File: src/verilog/tlp_pkg.sv
/*
 * Constants shared by the two-level interrupt priority controller: vector addresses,
 * control bit positions, reset values, latency figures and the service state type.
 * Assumes a core whose clock is the instruction clock, one instruction cycle per edge.
 */
// Function
// High vector sits at 0008h, low vector at 0018h.
// In priority mode a high request preempts a running low routine.
// Every source owns a flag, an enable and a priority select.
// Two-level scheme only while priority_mode_enable (reset control bit 7) is set.
// Priority mode: high-level global enable (bit 7) gates high sources.
// Priority mode: low-level global enable (bit 6) gates low sources.
// Flag, enable and applicable global enable set: vector at once by priority.
// priority_mode_enable resets cleared; then priority bits are ignored.
// Compatibility mode: bit 6 is peripheral enable for all peripheral sources.
// Compatibility mode: bit 7 is one global enable for every source.
// Compatibility mode: every accepted request goes to 0008h.
// Acceptance clears the global enable that admitted the request.
// No low request is taken while a high routine runs.
// Acceptance pushes the return address and loads the vector into the PC.
// Software clears serviced flags before enabling again, else it recurs.
// Return from interrupt leaves the routine and sets the proper enable again.
// Pin and port change latency is three to four cycles, any instruction.
// Flags set on their event regardless of any enable.
// Software avoids the memory-to-memory move on control while enabled.
// Each external pin has edge select: one rising, zero falling.
// High and low eligible together: high is taken first with high vector.
package tlp_pkg;

    localparam int PC_W = 21;
    localparam logic [PC_W-1:0] VEC_HIGH_ADDR = 21'h000008;
    localparam logic [PC_W-1:0] VEC_LOW_ADDR = 21'h000018;

    localparam int CTRL_W = 8;
    localparam int MAIN_HI_BIT = 7;
    localparam int MAIN_LO_BIT = 6;
    localparam int RCTL_PME_BIT = 7;

    localparam logic RESET_PME = 1'b0;
    localparam logic RESET_GIE = 1'b0;
    localparam logic [CTRL_W-1:0] CTRL_ZERO = 8'h00;

    // pin to vector latency in instruction cycles
    localparam int LAT_MIN_CYC = 3;
    localparam int LAT_MAX_CYC = 4;

    typedef enum logic [1:0] {
        SVC_IDLE,
        SVC_LOW,
        SVC_HIGH,
        SVC_HIGH_NEST
    } tlp_svc_type;

endpackage : tlp_pkg

File: src/verilog/tlp_edge_sync.sv
/*
 * Two-flop synchroniser for a group of pins, with per-pin edge select and a
 * change output. Pins are asynchronous to clock_i; outputs are one-cycle pulses.
 */
`timescale 1ns/1ps
module tlp_edge_sync
    import tlp_pkg::*;
#(
    parameter int W = 3
)
(
    input wire logic clock_i,
    input wire logic reset_n_i,
    input wire logic [W-1:0] pin_i,
    input wire logic [W-1:0] rise_sel_i,
    output logic [W-1:0] edge_o,
    output logic [W-1:0] change_o
);

    typedef struct packed {
        logic [W-1:0] s1;
        logic [W-1:0] s2;
        logic [W-1:0] prev;
    } tlp_sync_type;

    tlp_sync_type r;
    tlp_sync_type next_r;

    // shift chain: s1 is only read by s2
    always_comb
    begin
        next_r = r;
        next_r.s1 = pin_i;
        next_r.s2 = r.s1;
        next_r.prev = r.s2;
    end

    always_ff @(posedge clock_i or negedge reset_n_i)
    begin
        if (!reset_n_i)
        begin
            r <= '0;
        end
        else
        begin
            r <= next_r;
        end
    end

    // edge select decode
    genvar g;
    generate
        for (g = 0; g < W; g++)
        begin : g_edge
            assign edge_o[g] = rise_sel_i[g] ? (r.s2[g] & ~r.prev[g]) : (~r.s2[g] & r.prev[g]);
        end
    endgenerate

    assign change_o = r.s2 ^ r.prev;

endmodule : tlp_edge_sync

File: src/verilog/tlp_select.sv
/*
 * Combinational eligibility of high and low level requests from the flag,
 * enable and priority vectors and the global enables. No state of its own.
 */
`timescale 1ns/1ps
module tlp_select
    import tlp_pkg::*;
#(
    parameter int N = 16
)
(
    input wire logic [N-1:0] flag_i,
    input wire logic [N-1:0] enable_i,
    input wire logic [N-1:0] prio_i,
    input wire logic [N-1:0] periph_i,
    input wire logic pme_i,
    input wire logic gie_hi_i,
    input wire logic gie_lo_i,
    output logic hi_req_o,
    output logic lo_req_o
);

    function automatic logic any_set(input logic [N-1:0] v, input logic [N-1:0] m);
        any_set = |(v & m);
    endfunction : any_set

    logic [N-1:0] pend;

    // flag and enable per source
    assign pend = flag_i & enable_i;

    always_comb
    begin
        if (pme_i)
        begin
            // high level gate
            hi_req_o = gie_hi_i & any_set(pend, prio_i);
            // low level gate, high enable off blocks all
            lo_req_o = gie_hi_i & gie_lo_i & any_set(pend, ~prio_i);
        end
        else
        begin
            // priority ignored; peripheral and global gates
            hi_req_o = gie_hi_i & any_set(pend, ~periph_i | {N{gie_lo_i}});
            lo_req_o = 1'b0;
        end
    end

endmodule : tlp_select

File: src/verilog/tlp_ctrl.sv
/*
 * Two-level interrupt priority controller. Holds the flags, global enables and
 * mode bit, accepts requests, vectors the core and restores enables on return.
 * Assumes the core takes vector_o in the cycle it is high: it pushes stack_data_o
 * and loads vector_addr_o. Control ports come from core register writes on clock_i.
 */
`timescale 1ns/1ps
module tlp_ctrl
    import tlp_pkg::*;
#(
    parameter int N_SRC = 16,
    parameter int NUM_EXT = 3,
    parameter int PORT_W = 4,
    parameter int PORT_SRC = 3,
    parameter logic [N_SRC-1:0] PERIPH_MASK = 16'hfff0
)
(
    input wire logic clock_i,
    input wire logic reset_n_i,
    input wire logic [NUM_EXT-1:0] ext_pin_i,
    input wire logic [NUM_EXT-1:0] ext_irq_edge_select_i,
    input wire logic [PORT_W-1:0] port_pin_i,
    input wire logic [N_SRC-1:0] event_i,
    input wire logic [N_SRC-1:0] flag_clr_i,
    input wire logic [N_SRC-1:0] enable_i,
    input wire logic [N_SRC-1:0] prio_i,
    input wire logic main_irq_control_reg_wr_i,
    input wire logic [CTRL_W-1:0] main_irq_control_reg_wdata_i,
    input wire logic reset_control_reg_wr_i,
    input wire logic [CTRL_W-1:0] reset_control_reg_wdata_i,
    input wire logic [PC_W-1:0] pc_i,
    input wire logic return_from_irq_instr_i,
    output logic [N_SRC-1:0] flags_o,
    output logic [CTRL_W-1:0] main_irq_control_reg_rdata_o,
    output logic priority_mode_enable_o,
    output logic vector_o,
    output logic [PC_W-1:0] vector_addr_o,
    output logic stack_push_o,
    output logic [PC_W-1:0] stack_data_o,
    output logic in_high_service_o,
    output logic in_low_service_o
);

    typedef struct packed {
        logic [N_SRC-1:0] flags;
        logic gie_hi;
        logic gie_lo;
        logic pme;
        tlp_svc_type svc;
        logic vec_pulse;
        logic [PC_W-1:0] vec_addr;
        logic [PC_W-1:0] push_data;
    } tlp_state_type;

    tlp_state_type r;
    tlp_state_type next_r;

    logic [NUM_EXT-1:0] ext_edge;
    logic [PORT_W-1:0] port_change;
    logic [N_SRC-1:0] pin_events;
    logic [N_SRC-1:0] all_events;
    logic hi_req;
    logic lo_req;
    logic can_accept;
    logic take_hi;
    logic take_lo;

    // external pins synchronised, edge chosen per pin
    tlp_edge_sync #(
        .W(NUM_EXT)
    ) u_ext_sync (
        .clock_i(clock_i),
        .reset_n_i(reset_n_i),
        .pin_i(ext_pin_i),
        .rise_sel_i(ext_irq_edge_select_i),
        .edge_o(ext_edge),
        .change_o()
    );

    // port change source: any pin of the group toggling
    tlp_edge_sync #(
        .W(PORT_W)
    ) u_port_sync (
        .clock_i(clock_i),
        .reset_n_i(reset_n_i),
        .pin_i(port_pin_i),
        .rise_sel_i({PORT_W{1'b1}}),
        .edge_o(),
        .change_o(port_change)
    );

    // map pin events onto their source slots
    always_comb
    begin
        pin_events = '0;
        pin_events[NUM_EXT-1:0] = ext_edge;
        pin_events[PORT_SRC] = |port_change;
    end

    assign all_events = event_i | pin_events;

    // eligibility against the enables currently held
    tlp_select #(
        .N(N_SRC)
    ) u_select (
        .flag_i(r.flags),
        .enable_i(enable_i),
        .prio_i(prio_i),
        .periph_i(PERIPH_MASK),
        .pme_i(r.pme),
        .gie_hi_i(r.gie_hi),
        .gie_lo_i(r.gie_lo),
        .hi_req_o(hi_req),
        .lo_req_o(lo_req)
    );

    // no acceptance while software writes the enables, on a return, or right after a vector
    assign can_accept = !main_irq_control_reg_wr_i && !return_from_irq_instr_i && !r.vec_pulse;

    // high may enter idle or a low routine; high wins a tie
    assign take_hi = can_accept && hi_req && (r.svc == SVC_IDLE || r.svc == SVC_LOW);
    // low only from idle
    assign take_lo = can_accept && lo_req && !take_hi && (r.svc == SVC_IDLE);

    // next state of flags, enables, service level and vector outputs
    always_comb
    begin
        next_r = r;
        next_r.vec_pulse = 1'b0;
        // set regardless of enables; set wins over clear
        next_r.flags = (r.flags & ~flag_clr_i) | all_events;
        // software writes of the enable bits
        if (main_irq_control_reg_wr_i)
        begin
            next_r.gie_hi = main_irq_control_reg_wdata_i[MAIN_HI_BIT];
            next_r.gie_lo = main_irq_control_reg_wdata_i[MAIN_LO_BIT];
        end
        // mode bit from reset control register
        if (reset_control_reg_wr_i)
        begin
            next_r.pme = reset_control_reg_wdata_i[RCTL_PME_BIT];
        end
        // return re-arms the enable of the level left
        if (return_from_irq_instr_i)
        begin
            unique case (r.svc)
                SVC_IDLE:
                begin
                    next_r.gie_hi = 1'b1;
                end
                SVC_LOW:
                begin
                    if (r.pme)
                    begin
                        next_r.gie_lo = 1'b1;
                    end
                    else
                    begin
                        next_r.gie_hi = 1'b1;
                    end
                    next_r.svc = SVC_IDLE;
                end
                SVC_HIGH:
                begin
                    next_r.gie_hi = 1'b1;
                    next_r.svc = SVC_IDLE;
                end
                SVC_HIGH_NEST:
                begin
                    next_r.gie_hi = 1'b1;
                    next_r.svc = SVC_LOW;
                end
            endcase
        end
        if (take_hi)
        begin
            // clear the enable that admitted it
            next_r.gie_hi = 1'b0;
            next_r.svc = (r.svc == SVC_LOW) ? SVC_HIGH_NEST : SVC_HIGH;
            // high vector, also the only one in compatibility mode
            next_r.vec_addr = VEC_HIGH_ADDR;
        end
        else if (take_lo)
        begin
            // low enable cleared
            next_r.gie_lo = 1'b0;
            next_r.svc = SVC_LOW;
            // low vector
            next_r.vec_addr = VEC_LOW_ADDR;
        end
        // push return address with the vector load
        if (take_hi || take_lo)
        begin
            next_r.vec_pulse = 1'b1;
            next_r.push_data = pc_i;
        end
    end

    // mode and enables reset cleared
    always_ff @(posedge clock_i or negedge reset_n_i)
    begin
        if (!reset_n_i)
        begin
            r.flags <= '0;
            r.gie_hi <= RESET_GIE;
            r.gie_lo <= RESET_GIE;
            r.pme <= RESET_PME;
            r.svc <= SVC_IDLE;
            r.vec_pulse <= 1'b0;
            r.vec_addr <= VEC_HIGH_ADDR;
            r.push_data <= '0;
        end
        else
        begin
            r <= next_r;
        end
    end

    // pin to vector: two sync edges, flag edge, vector edge
    assign vector_o = r.vec_pulse;
    assign stack_push_o = r.vec_pulse;
    assign vector_addr_o = r.vec_addr;
    assign stack_data_o = r.push_data;
    assign flags_o = r.flags;
    assign priority_mode_enable_o = r.pme;
    assign in_high_service_o = (r.svc == SVC_HIGH) || (r.svc == SVC_HIGH_NEST);
    assign in_low_service_o = (r.svc == SVC_LOW) || (r.svc == SVC_HIGH_NEST);

    // read view of the two enable bits, other bits zero
    always_comb
    begin
        main_irq_control_reg_rdata_o = CTRL_ZERO;
        main_irq_control_reg_rdata_o[MAIN_HI_BIT] = r.gie_hi;
        main_irq_control_reg_rdata_o[MAIN_LO_BIT] = r.gie_lo;
    end

endmodule : tlp_ctrl

File: config.mk
export PLATFORM = sky130hd
export DESIGN_NAME = tlp_ctrl
export DESIGN_NICKNAME = d
export VERILOG_FILES = /design/src/verilog/tlp_pkg.sv /design/src/verilog/tlp_edge_sync.sv /design/src/verilog/tlp_select.sv /design/src/verilog/tlp_ctrl.sv
export SDC_FILE = /design/constraint.sdc
export NUM_CORES = 1
export LEC_CHECK = 0
export ABC_AREA = 1
export BUFFER_PORTS_ARGS = -buffer_cell sky130_fd_sc_hd__buf_2
export CAP_MARGIN = 20
export CORE_AREA = 2 2 97 122
export DETAILED_ROUTE_END_ITERATION = 16
export DIE_AREA = 0 0 99 124
export GPL_ROUTABILITY_DRIVEN = 0
export MAX_ROUTING_LAYER = met4
export PLACE_DENSITY = 0.7
export SYNTH_ARGS = -nofsm -noshare
export SYNTH_HDL_FRONTEND = slang
export SYNTH_HIERARCHICAL = 1
export SYNTH_SLANG_ARGS = --single-unit
File: constraint.sdc
create_clock -name clock_i -period 2.25 [get_ports clock_i]
set_clock_uncertainty 0.05 [all_clocks]
set_input_delay 0.675 -clock clock_i [delete_from_list [all_inputs] [get_ports clock_i]]
set_output_delay 0.675 -clock clock_i [all_outputs]
set_load 0.03 [all_outputs]
==> results of run 1 <==
[repair_timing]
action,CTS,global route
gates resized for setup,1,6
setup endpoints to repair,1,18
hold endpoints to repair,0,0
[area by class of cell]
cell class                      count  area (um2)
Timing Repair Buffer              151         806
Fill cell                        1103        6510
Clock buffer                       12         236
Tap cell                          135         169
Clock inverter                      4        30.0
Multi-Input combinational cell    290        1450
Sequential cell                    65        1630
Inverter                           54         203
[worst max path at each step]
stage,end,cells after the start
4_1_cts,in_high_service_o,3
3_3_place_gp,stack_data_o[20],14
5_1_grt,in_high_service_o,4
6_report,in_low_service_o,3
2_1_floorplan,stack_data_o[10],13
3_5_place_dp,stack_data_o[12],13
[registers in the layout, indices dropped and copies added, names as in the netlist]
signal / cells
stack_push_o: 1
flags_o: 16
r: 2
u_ext_sync/next_r: 6
main_irq_control_reg_rdata_o: 2
stack_data_o: 21
u_ext_sync/r: 3
vector_addr_o: 1
u_port_sync/r: 4
u_port_sync/next_r: 8
priority_mode_enable_o: 1
[critical path, delay by kind of cell, from the launching register on]
family,cells,cell delay (ps)
adders and majority gates,1,220
buffers and inverters,1,170
DFF,1,440
and+or+nand+nor,1,300
[metal layers]
| metal | vias up | global-route usage, % |
|---|---|---|
| met3 | 10 | 4.15 |
| met4 | 0 | 4.88 |
| met1 | 1388 | 15.7 |
| li1 | 1525 | - |
| met5 | - | - |
| met2 | 135 | 24.6 |
[where the power goes]
part	internal [mW]	switching, mW	total [mW]	leakage, nW
clock	0.748	0.502	1.25	0.127
combinational	0.460	0.983	1.44	1.80
sequential	1.41	0.161	1.57	0.761
total	2.62	1.65	4.27	2.69
==> run metrics, run 1 <==
total number of nets in the final design 702; CTS tree yes; power per cell area around 940 nW/um2; remaining number of nets flagged by the antenna check after routing 0; chip height approximately 120 um; total CTS buffers 9; crit path DAT around 1500 ps; transition time of the tightest slew-check pin 527 ps; Slew Limit Headroom about 65%; count of mapped cells out of synthesis 443; Antenna Diode Count 0; Non-Filler Instances around 710; CP max stage cell sky130_fd_sc_hd__dfrtp_2; Placed Area roughly 4200 um2; minimum clock period after layout between 2000 and 2500 ps; Worst-path clk slew 60 ps; Setup crit end kind output pin; routed wire length on met2 4230 um; outcome finished, final reports clean; final setup violation count 0; setup repair after global routing missed its margin true; leading cell types in the layout, fill and taps excluded 146 x sky130_fd_sc_hd__buf_2, 106 x sky130_fd_sc_hd__nand2_1, 64 x sky130_fd_sc_hd__dfrtp_1, 56 x sky130_fd_sc_hd__nand3_1, 51 x sky130_fd_sc_hd__inv_1; overflow left after global routing 0; number of warning messages in the yosys log 6; PnR Total Power 4.27 mW; largest net degree at the start of global routing 45; first-pass GRT wire length approximately 13000 um; max-cap violations 0; endpoint of the lowest-slack register-to-register path stack_data_o[19]; Peak Freq 0.459 GHz; dpl ws -24.1 ps; placeable core region 11000 um2; detailed route wirelength on metal3 roughly 700 um; Post-Layout Inst Area 4520 um2; Leakage Power 2.69 nW; via count of the first global-routing pass 2961; Post-Syn Area between 3000 and 4000 um2; leading cell type in the layout, fill and taps excluded sky130_fd_sc_hd__buf_2; die outline area 12300 um2; setup slack of the critical path after layout 72.0 ps; Post-DP HPWL 6660 um; slowest cell delay on critical path 440 ps; clock latency of the later-clocked register in the worst-skew pair between 300 and 400 ps; library cell used as clock root buffer sky130_fd_sc_hd__clkbuf_16; initial antenna violation count 0; number of pins exceeding their max-slew limit in the final report 0; DRC violation count after routing 0; critical-path maximum fanout 5; top-level I/O count 187; startpoint of the most critical setup path r[43]; setup slack of the most critical reg-to-reg path 200 ps; top metal layer carrying routed signals met4; crit path cell chain ha_2 -> or2_2 -> buf_4; category of the most critical setup path reg -> out; Setup TNS Final 0 ps; overall track demand over capacity in global routing 14.2%; share of cells above drive strength 1 31.6%; worst flop-to-flop path startpoint main_irq_control_reg_rdata_o[6]; core occupancy in the finished layout 41.0%; Area Overhead vs Synth 23.2%; post-CTS setup-driven buffer insertion count 0; clock sink count 65; Min Hold Slack 277 ps; Data required, critical path 1520 ps; Iteration-0 DRC Markers 80; Port-buffer cells 147; die extent in x just under 100 um; row count 43; aggregate routed wire length 8420 um; count of TritonRoute iterations in the first routing pass 6; type of the most critical hold path in -> async; clk buf depth 2; wire length on met1 3370 um; drt via density roughly 4.3; Post-Place Cells 695; number of cells on the worst reg-to-reg path 14; Final Hold Vio Count 0; Worst IR Drop VDD 0.000651 V; overall via count from detail_route 3058; Syn Area/Cell 8.28 um2; Initial Util 33.3%; portion of the clock cycle consumed by the worst path in the final layout 96.8%; final routed wire length divided by cell count about 12 um; CTS Hold Buffers Added 0; type of element launching the critical path flop; H-tree lvl count 3
(Power assumes the default switching activity.)
==> run 2: changes to the inputs <==
Settings changed: CORE_AREA 2 2 97 122 to 2 2 84 106, CTS_BUF_LIST set to sky130_fd_sc_hd__clkbuf_16, DIE_AREA 0 0 99 124 to 0 0 86 108, PLACE_DENSITY 0.7 to 0.87.
==> run metrics, run 2 (synthesized netlist as in run 1, its figures left out) <==
via count of the first global-routing pass between 3000 and 4000; final setup violation count 0; crit path DAT between 1000 and 1500 ps; row count 37; Port-buffer cells 147; Post-Layout Inst Area 4480 um2; type of the most critical hold path in -> async; category of the most critical setup path reg -> out; clock latency of the later-clocked register in the worst-skew pair about 330 ps; leading cell types in the layout, fill and taps excluded 147 x sky130_fd_sc_hd__buf_2, 106 x sky130_fd_sc_hd__nand2_1, 64 x sky130_fd_sc_hd__dfrtp_1, 56 x sky130_fd_sc_hd__nand3_1, 51 x sky130_fd_sc_hd__inv_1; power per cell area 967 nW/um2; fill cell count 756; dpl ws -69.5 ps; Area Overhead vs Synth 22.2%; total CTS buffers 9; first-pass GRT wire length between 10000 and 15000 um; slowest cell delay on critical path 400 ps; library cell used as clock root buffer sky130_fd_sc_hd__clkbuf_16; Iteration-0 DRC Markers 81; aggregate routed wire length 7960 um; die extent in x between 80 and 90 um; top-level I/O count between 150 and 200; post-CTS setup-driven buffer insertion count 0; share of cells above drive strength 1 32.6%; clk buf depth 2; outcome finished, final reports clean; critical-path maximum fanout 5; largest net degree at the start of global routing 66; Data required, critical path ~1500 ps; Largest register FFs 21; die outline area 9290 um2; CTS tree yes; overall track demand over capacity in global routing 18.4%; type of element launching the critical path flop; Peak Freq 0.455 GHz; portion of the clock cycle consumed by the worst path in the final layout 97.6%; remaining number of nets flagged by the antenna check after routing 0; setup repair after global routing missed its margin true; leading cell type in the layout, fill and taps excluded sky130_fd_sc_hd__buf_2; Post-DP HPWL 6370 um; total number of nets in the final design 706; max-cap violations 0; DRC violation count after routing 0; clock sink count 65; setup slack of the most critical reg-to-reg path roughly 260 ps; Leakage Power 2.70 nW; number of pins exceeding their max-slew limit in the final report 0; Final Hold Vio Count 0; H-tree lvl count 3; final routed wire length divided by cell count 11.8 um; Antenna Diode Count 0; overall via count from detail_route 3078; CP max stage cell sky130_fd_sc_hd__dfrtp_1; crit path cell chain inv_2 -> ha_2 -> or2_2 -> buf_2; Worst-path clk slew around 60 ps; Placed Area 4190 um2; setup slack of the critical path after layout 54.3 ps; minimum clock period after layout 2200 ps; initial antenna violation count 0; placeable core region 8190 um2; overflow left after global routing 0; drt via density about 4.5; Worst IR Drop VDD roughly 0.00065 V; count of TritonRoute iterations in the first routing pass 6; Initial Util 44.8%; chip height 108 um; Setup crit end kind output pin
==> run 2: per-layer routing <==
layer | vias to the layer above | global-route usage [%] | wire length, um
met1 | 1403 | 19.0 | 3050
met5 | - | - | 0
met4 | 0 | 7.26 | 146
met3 | 12 | 4.05 | 574
li1 | 1538 | - | -
met2 | 125 | 33.4 | 4180
==> run 2: final cells by class <==
class | count | area (um2) | share of cell area, %
repair buffers | 155 | 808 | 18.0
well taps | 97 | 121 | 2.71
inverters | 54 | 203 | 4.52
clock buffers | 9 | 225 | 5.02
clock inverters | 7 | 61.3 | 1.37
multi-input cells | 290 | 1440 | 32.1
flip-flops and latches | 65 | 1630 | 36.3
==> run 2: path summary, 6_finish.rpt <==
path / to / cells past startpoint / start
min reg2reg: u_ext_sync/next_r[0] / 0 / u_ext_sync/next_r[3]
min in group clock_i: u_ext_sync/next_r[0] / 0 / u_ext_sync/next_r[3]
max in group asynchronous: r[43] / 2 / reset_n_i
min: u_port_sync/next_r[4] / 2 / reset_n_i
max reg2reg: stack_data_o[8] / 14 / main_irq_control_reg_rdata_o[6]
max: in_low_service_o / 4 / r[44]
==> run 2: timing repair <==
item                       CTS  global route
cloned                       0             0
setup endpoints to repair    1             2
hold buffers                 0             0
gates resized for setup      1             3
==> run 2: worst max-delay path, delay by kind of cell, from the launching register on <==
family        cells  cell delay [ps]
fa+ha+maj         1              200
buf+inv           2              250
flops             1              400
simple gates      1              290
==> run 2: metrics by stage <==
| step | setup TNS, ps | hold slack [ps] | util [%] | power [mW] | cells |
|---|---|---|---|---|---|
| finish | 0 | 297 | 54.7 | 4.34 | 677 |
| global route | -4.15 | 304 | 54.7 | 4.61 | 677 |
| CTS | 0 | 298 | 54.7 | 4.39 | 677 |
| detailed placement | -816 | 285 | 51.2 | 3.04 | 661 |
| global placement | 0 | 283 | 51.2 | 2.98 | 661 |
| floorplan | 0 | 281 | - | 2.88 | 483 |
==> run 2: power breakdown <==
group	switching [mW]	internal, mW
Clock	0.560	0.765
Sequential	0.156	1.41
Combinational	0.984	0.458
Total	1.70	2.64
==> run 3: changes to the inputs <==
Settings changed: HOLD_SLACK_MARGIN set to 0.03, PLACE_DENSITY 0.87 to 0.8.
==> run metrics, run 3 (synthesized netlist as in run 1, its figures left out) <==
category of the most critical setup path reg -> out; remaining number of nets flagged by the antenna check after routing 0; Leakage Power 2.71 nW; largest net degree at the start of global routing 66; Worst IR Drop VDD 0.000636 V; portion of the clock cycle consumed by the worst path in the final layout 96.7%; Min Hold Slack between 200 and 300 ps; max-cap violations 0; chip height 108 um; total CTS buffers 9; H-tree lvl count 3; slowest cell delay on critical path 440 ps; total area of multi-input combinational cells between 1000 and 1500 um2; type of element launching the critical path flop; final routed wire length divided by cell count 11.6 um; Final Hold Vio Count 0; register cell area after layout around 1600 um2; share of cells above drive strength 1 roughly 33%; core occupancy in the finished layout a little under three fifths; Hold Startpoint u_ext_sync/next_r[4]; CTS Hold Buffers Added 0; Post-Place Cells 662; endpoint of the lowest-slack register-to-register path stack_data_o[12]; critical-path maximum fanout 5; setup slack of the most critical reg-to-reg path 230 ps; power per cell area 970 nW/um2; worst flop-to-flop path startpoint flags_o[15]; Data required, critical path 1520 ps; Largest register FFs 21; CTS tree yes; sink of the worst hold path u_ext_sync/next_r[1]; clock sink count 65; clock latency of the later-clocked register in the worst-skew pair 320 ps; Setup crit end kind output pin; die extent in x between 80 and 90 um; via count of the first global-routing pass 2895; top-level I/O count between 150 and 200; overall via count from detail_route 3070; Initial Util between 40% and 50%; crit path DAT around 1500 ps; Peak Freq approximately 0.46 GHz; post-CTS setup-driven buffer insertion count 0; crit path cell chain ha_2 -> or2_2 -> clkbuf_4; initial antenna violation count 0; Non-Filler Instances 678; clk buf depth 2; Worst-path clk slew 50 ps; count of TritonRoute iterations in the first routing pass 4; Post-DP HPWL around 6100 um; CP max stage cell sky130_fd_sc_hd__dfrtp_2; leading cell type in the layout, fill and taps excluded sky130_fd_sc_hd__buf_2; leading cell types in the layout, fill and taps excluded 145 x sky130_fd_sc_hd__buf_2, 106 x sky130_fd_sc_hd__nand2_1, 63 x sky130_fd_sc_hd__dfrtp_1, 56 x sky130_fd_sc_hd__nand3_1, 52 x sky130_fd_sc_hd__inv_1; first-pass GRT wire length approximately 13000 um; overflow left after global routing 0; type of the most critical hold path reg -> reg; placeable core region 8190 um2; drt via density 4.53; fill cell count 779; buffers plus inverters on the worst setup path 1; total number of nets in the final design 707; number of stages on the worst hold path 0; final setup violation count 0; minimum clock period after layout 2180 ps; setup repair after global routing missed its margin true; Iteration-0 DRC Markers 92; number of cells on the worst reg-to-reg path 13; row count 37; die outline area 9290 um2; Antenna Diode Count 0; kind of cell with the highest combined delay on the critical path flip-flops; outcome finished, final reports clean; DRC violation count after routing 0; Area Overhead vs Synth 23.3%; Port-buffer cells 147; overall track demand over capacity in global routing 17.9%; number of pins exceeding their max-slew limit in the final report 0; library cell used as clock root buffer sky130_fd_sc_hd__clkbuf_16; post-cts repair resize count 1; aggregate routed wire length 7860 um
## run 3: layer usage
metal | GRT usage (%) | share of wire, % | vias up
li1 | - | - | 1540
met1 | 19.9 | 39 | 1383
met2 | 30.5 | 51 | 129
met3 | 4.89 | 8.0 | 18
met4 | 6.92 | 2.1 | 0
met5 | - | 0 | -
## run 3: power by group
part / switching [mW] / internal (mW)
Combinational: 0.980 / 0.468
Sequential: 0.156 / 1.41
Clock: 0.515 / 0.856
Total: 1.65 / 2.74
## run 3: worst max-delay path by stage
stage / slack (ps) / cells after the start / startpoint / endpoint
after floorplan: 330 / 13 / enable_i[1] / stack_data_o[10]
after global placement: -110 / 14 / enable_i[15] / stack_data_o[18]
after detailed placement: -190 / 14 / enable_i[15] / stack_data_o[13]
after CTS: 10 / 3 / r[43] / in_high_service_o
after global routing: -7 / 4 / r[44] / in_low_service_o
final: 70 / 3 / r[43] / in_high_service_o
## run 3: through the flow
step | total power [mW] | cell area (um2) | setup WS (ps) | setup TNS, ps
global placement | 2.98 | 4200 | -114 | -2280
CTS | 4.43 | 4500 | 12.1 | 0
global route | 4.66 | 4520 | -7.45 | -7.45
finish | 4.39 | 4520 | 74.9 | 0
floorplan | 2.88 | 3820 | 332 | 0
detailed placement | 3.03 | 4200 | -192 | -3940
## run 3: cell type report
class                      instances  share of cell area, %
tap                               97                   2.68
sequential                        65                   36.0
timing repair buffer             156                   18.2
inverter                          54                   4.59
multi-input combinational        290                   32.0
clock buffer                       9                   4.98
clock inverter                     7                   1.58
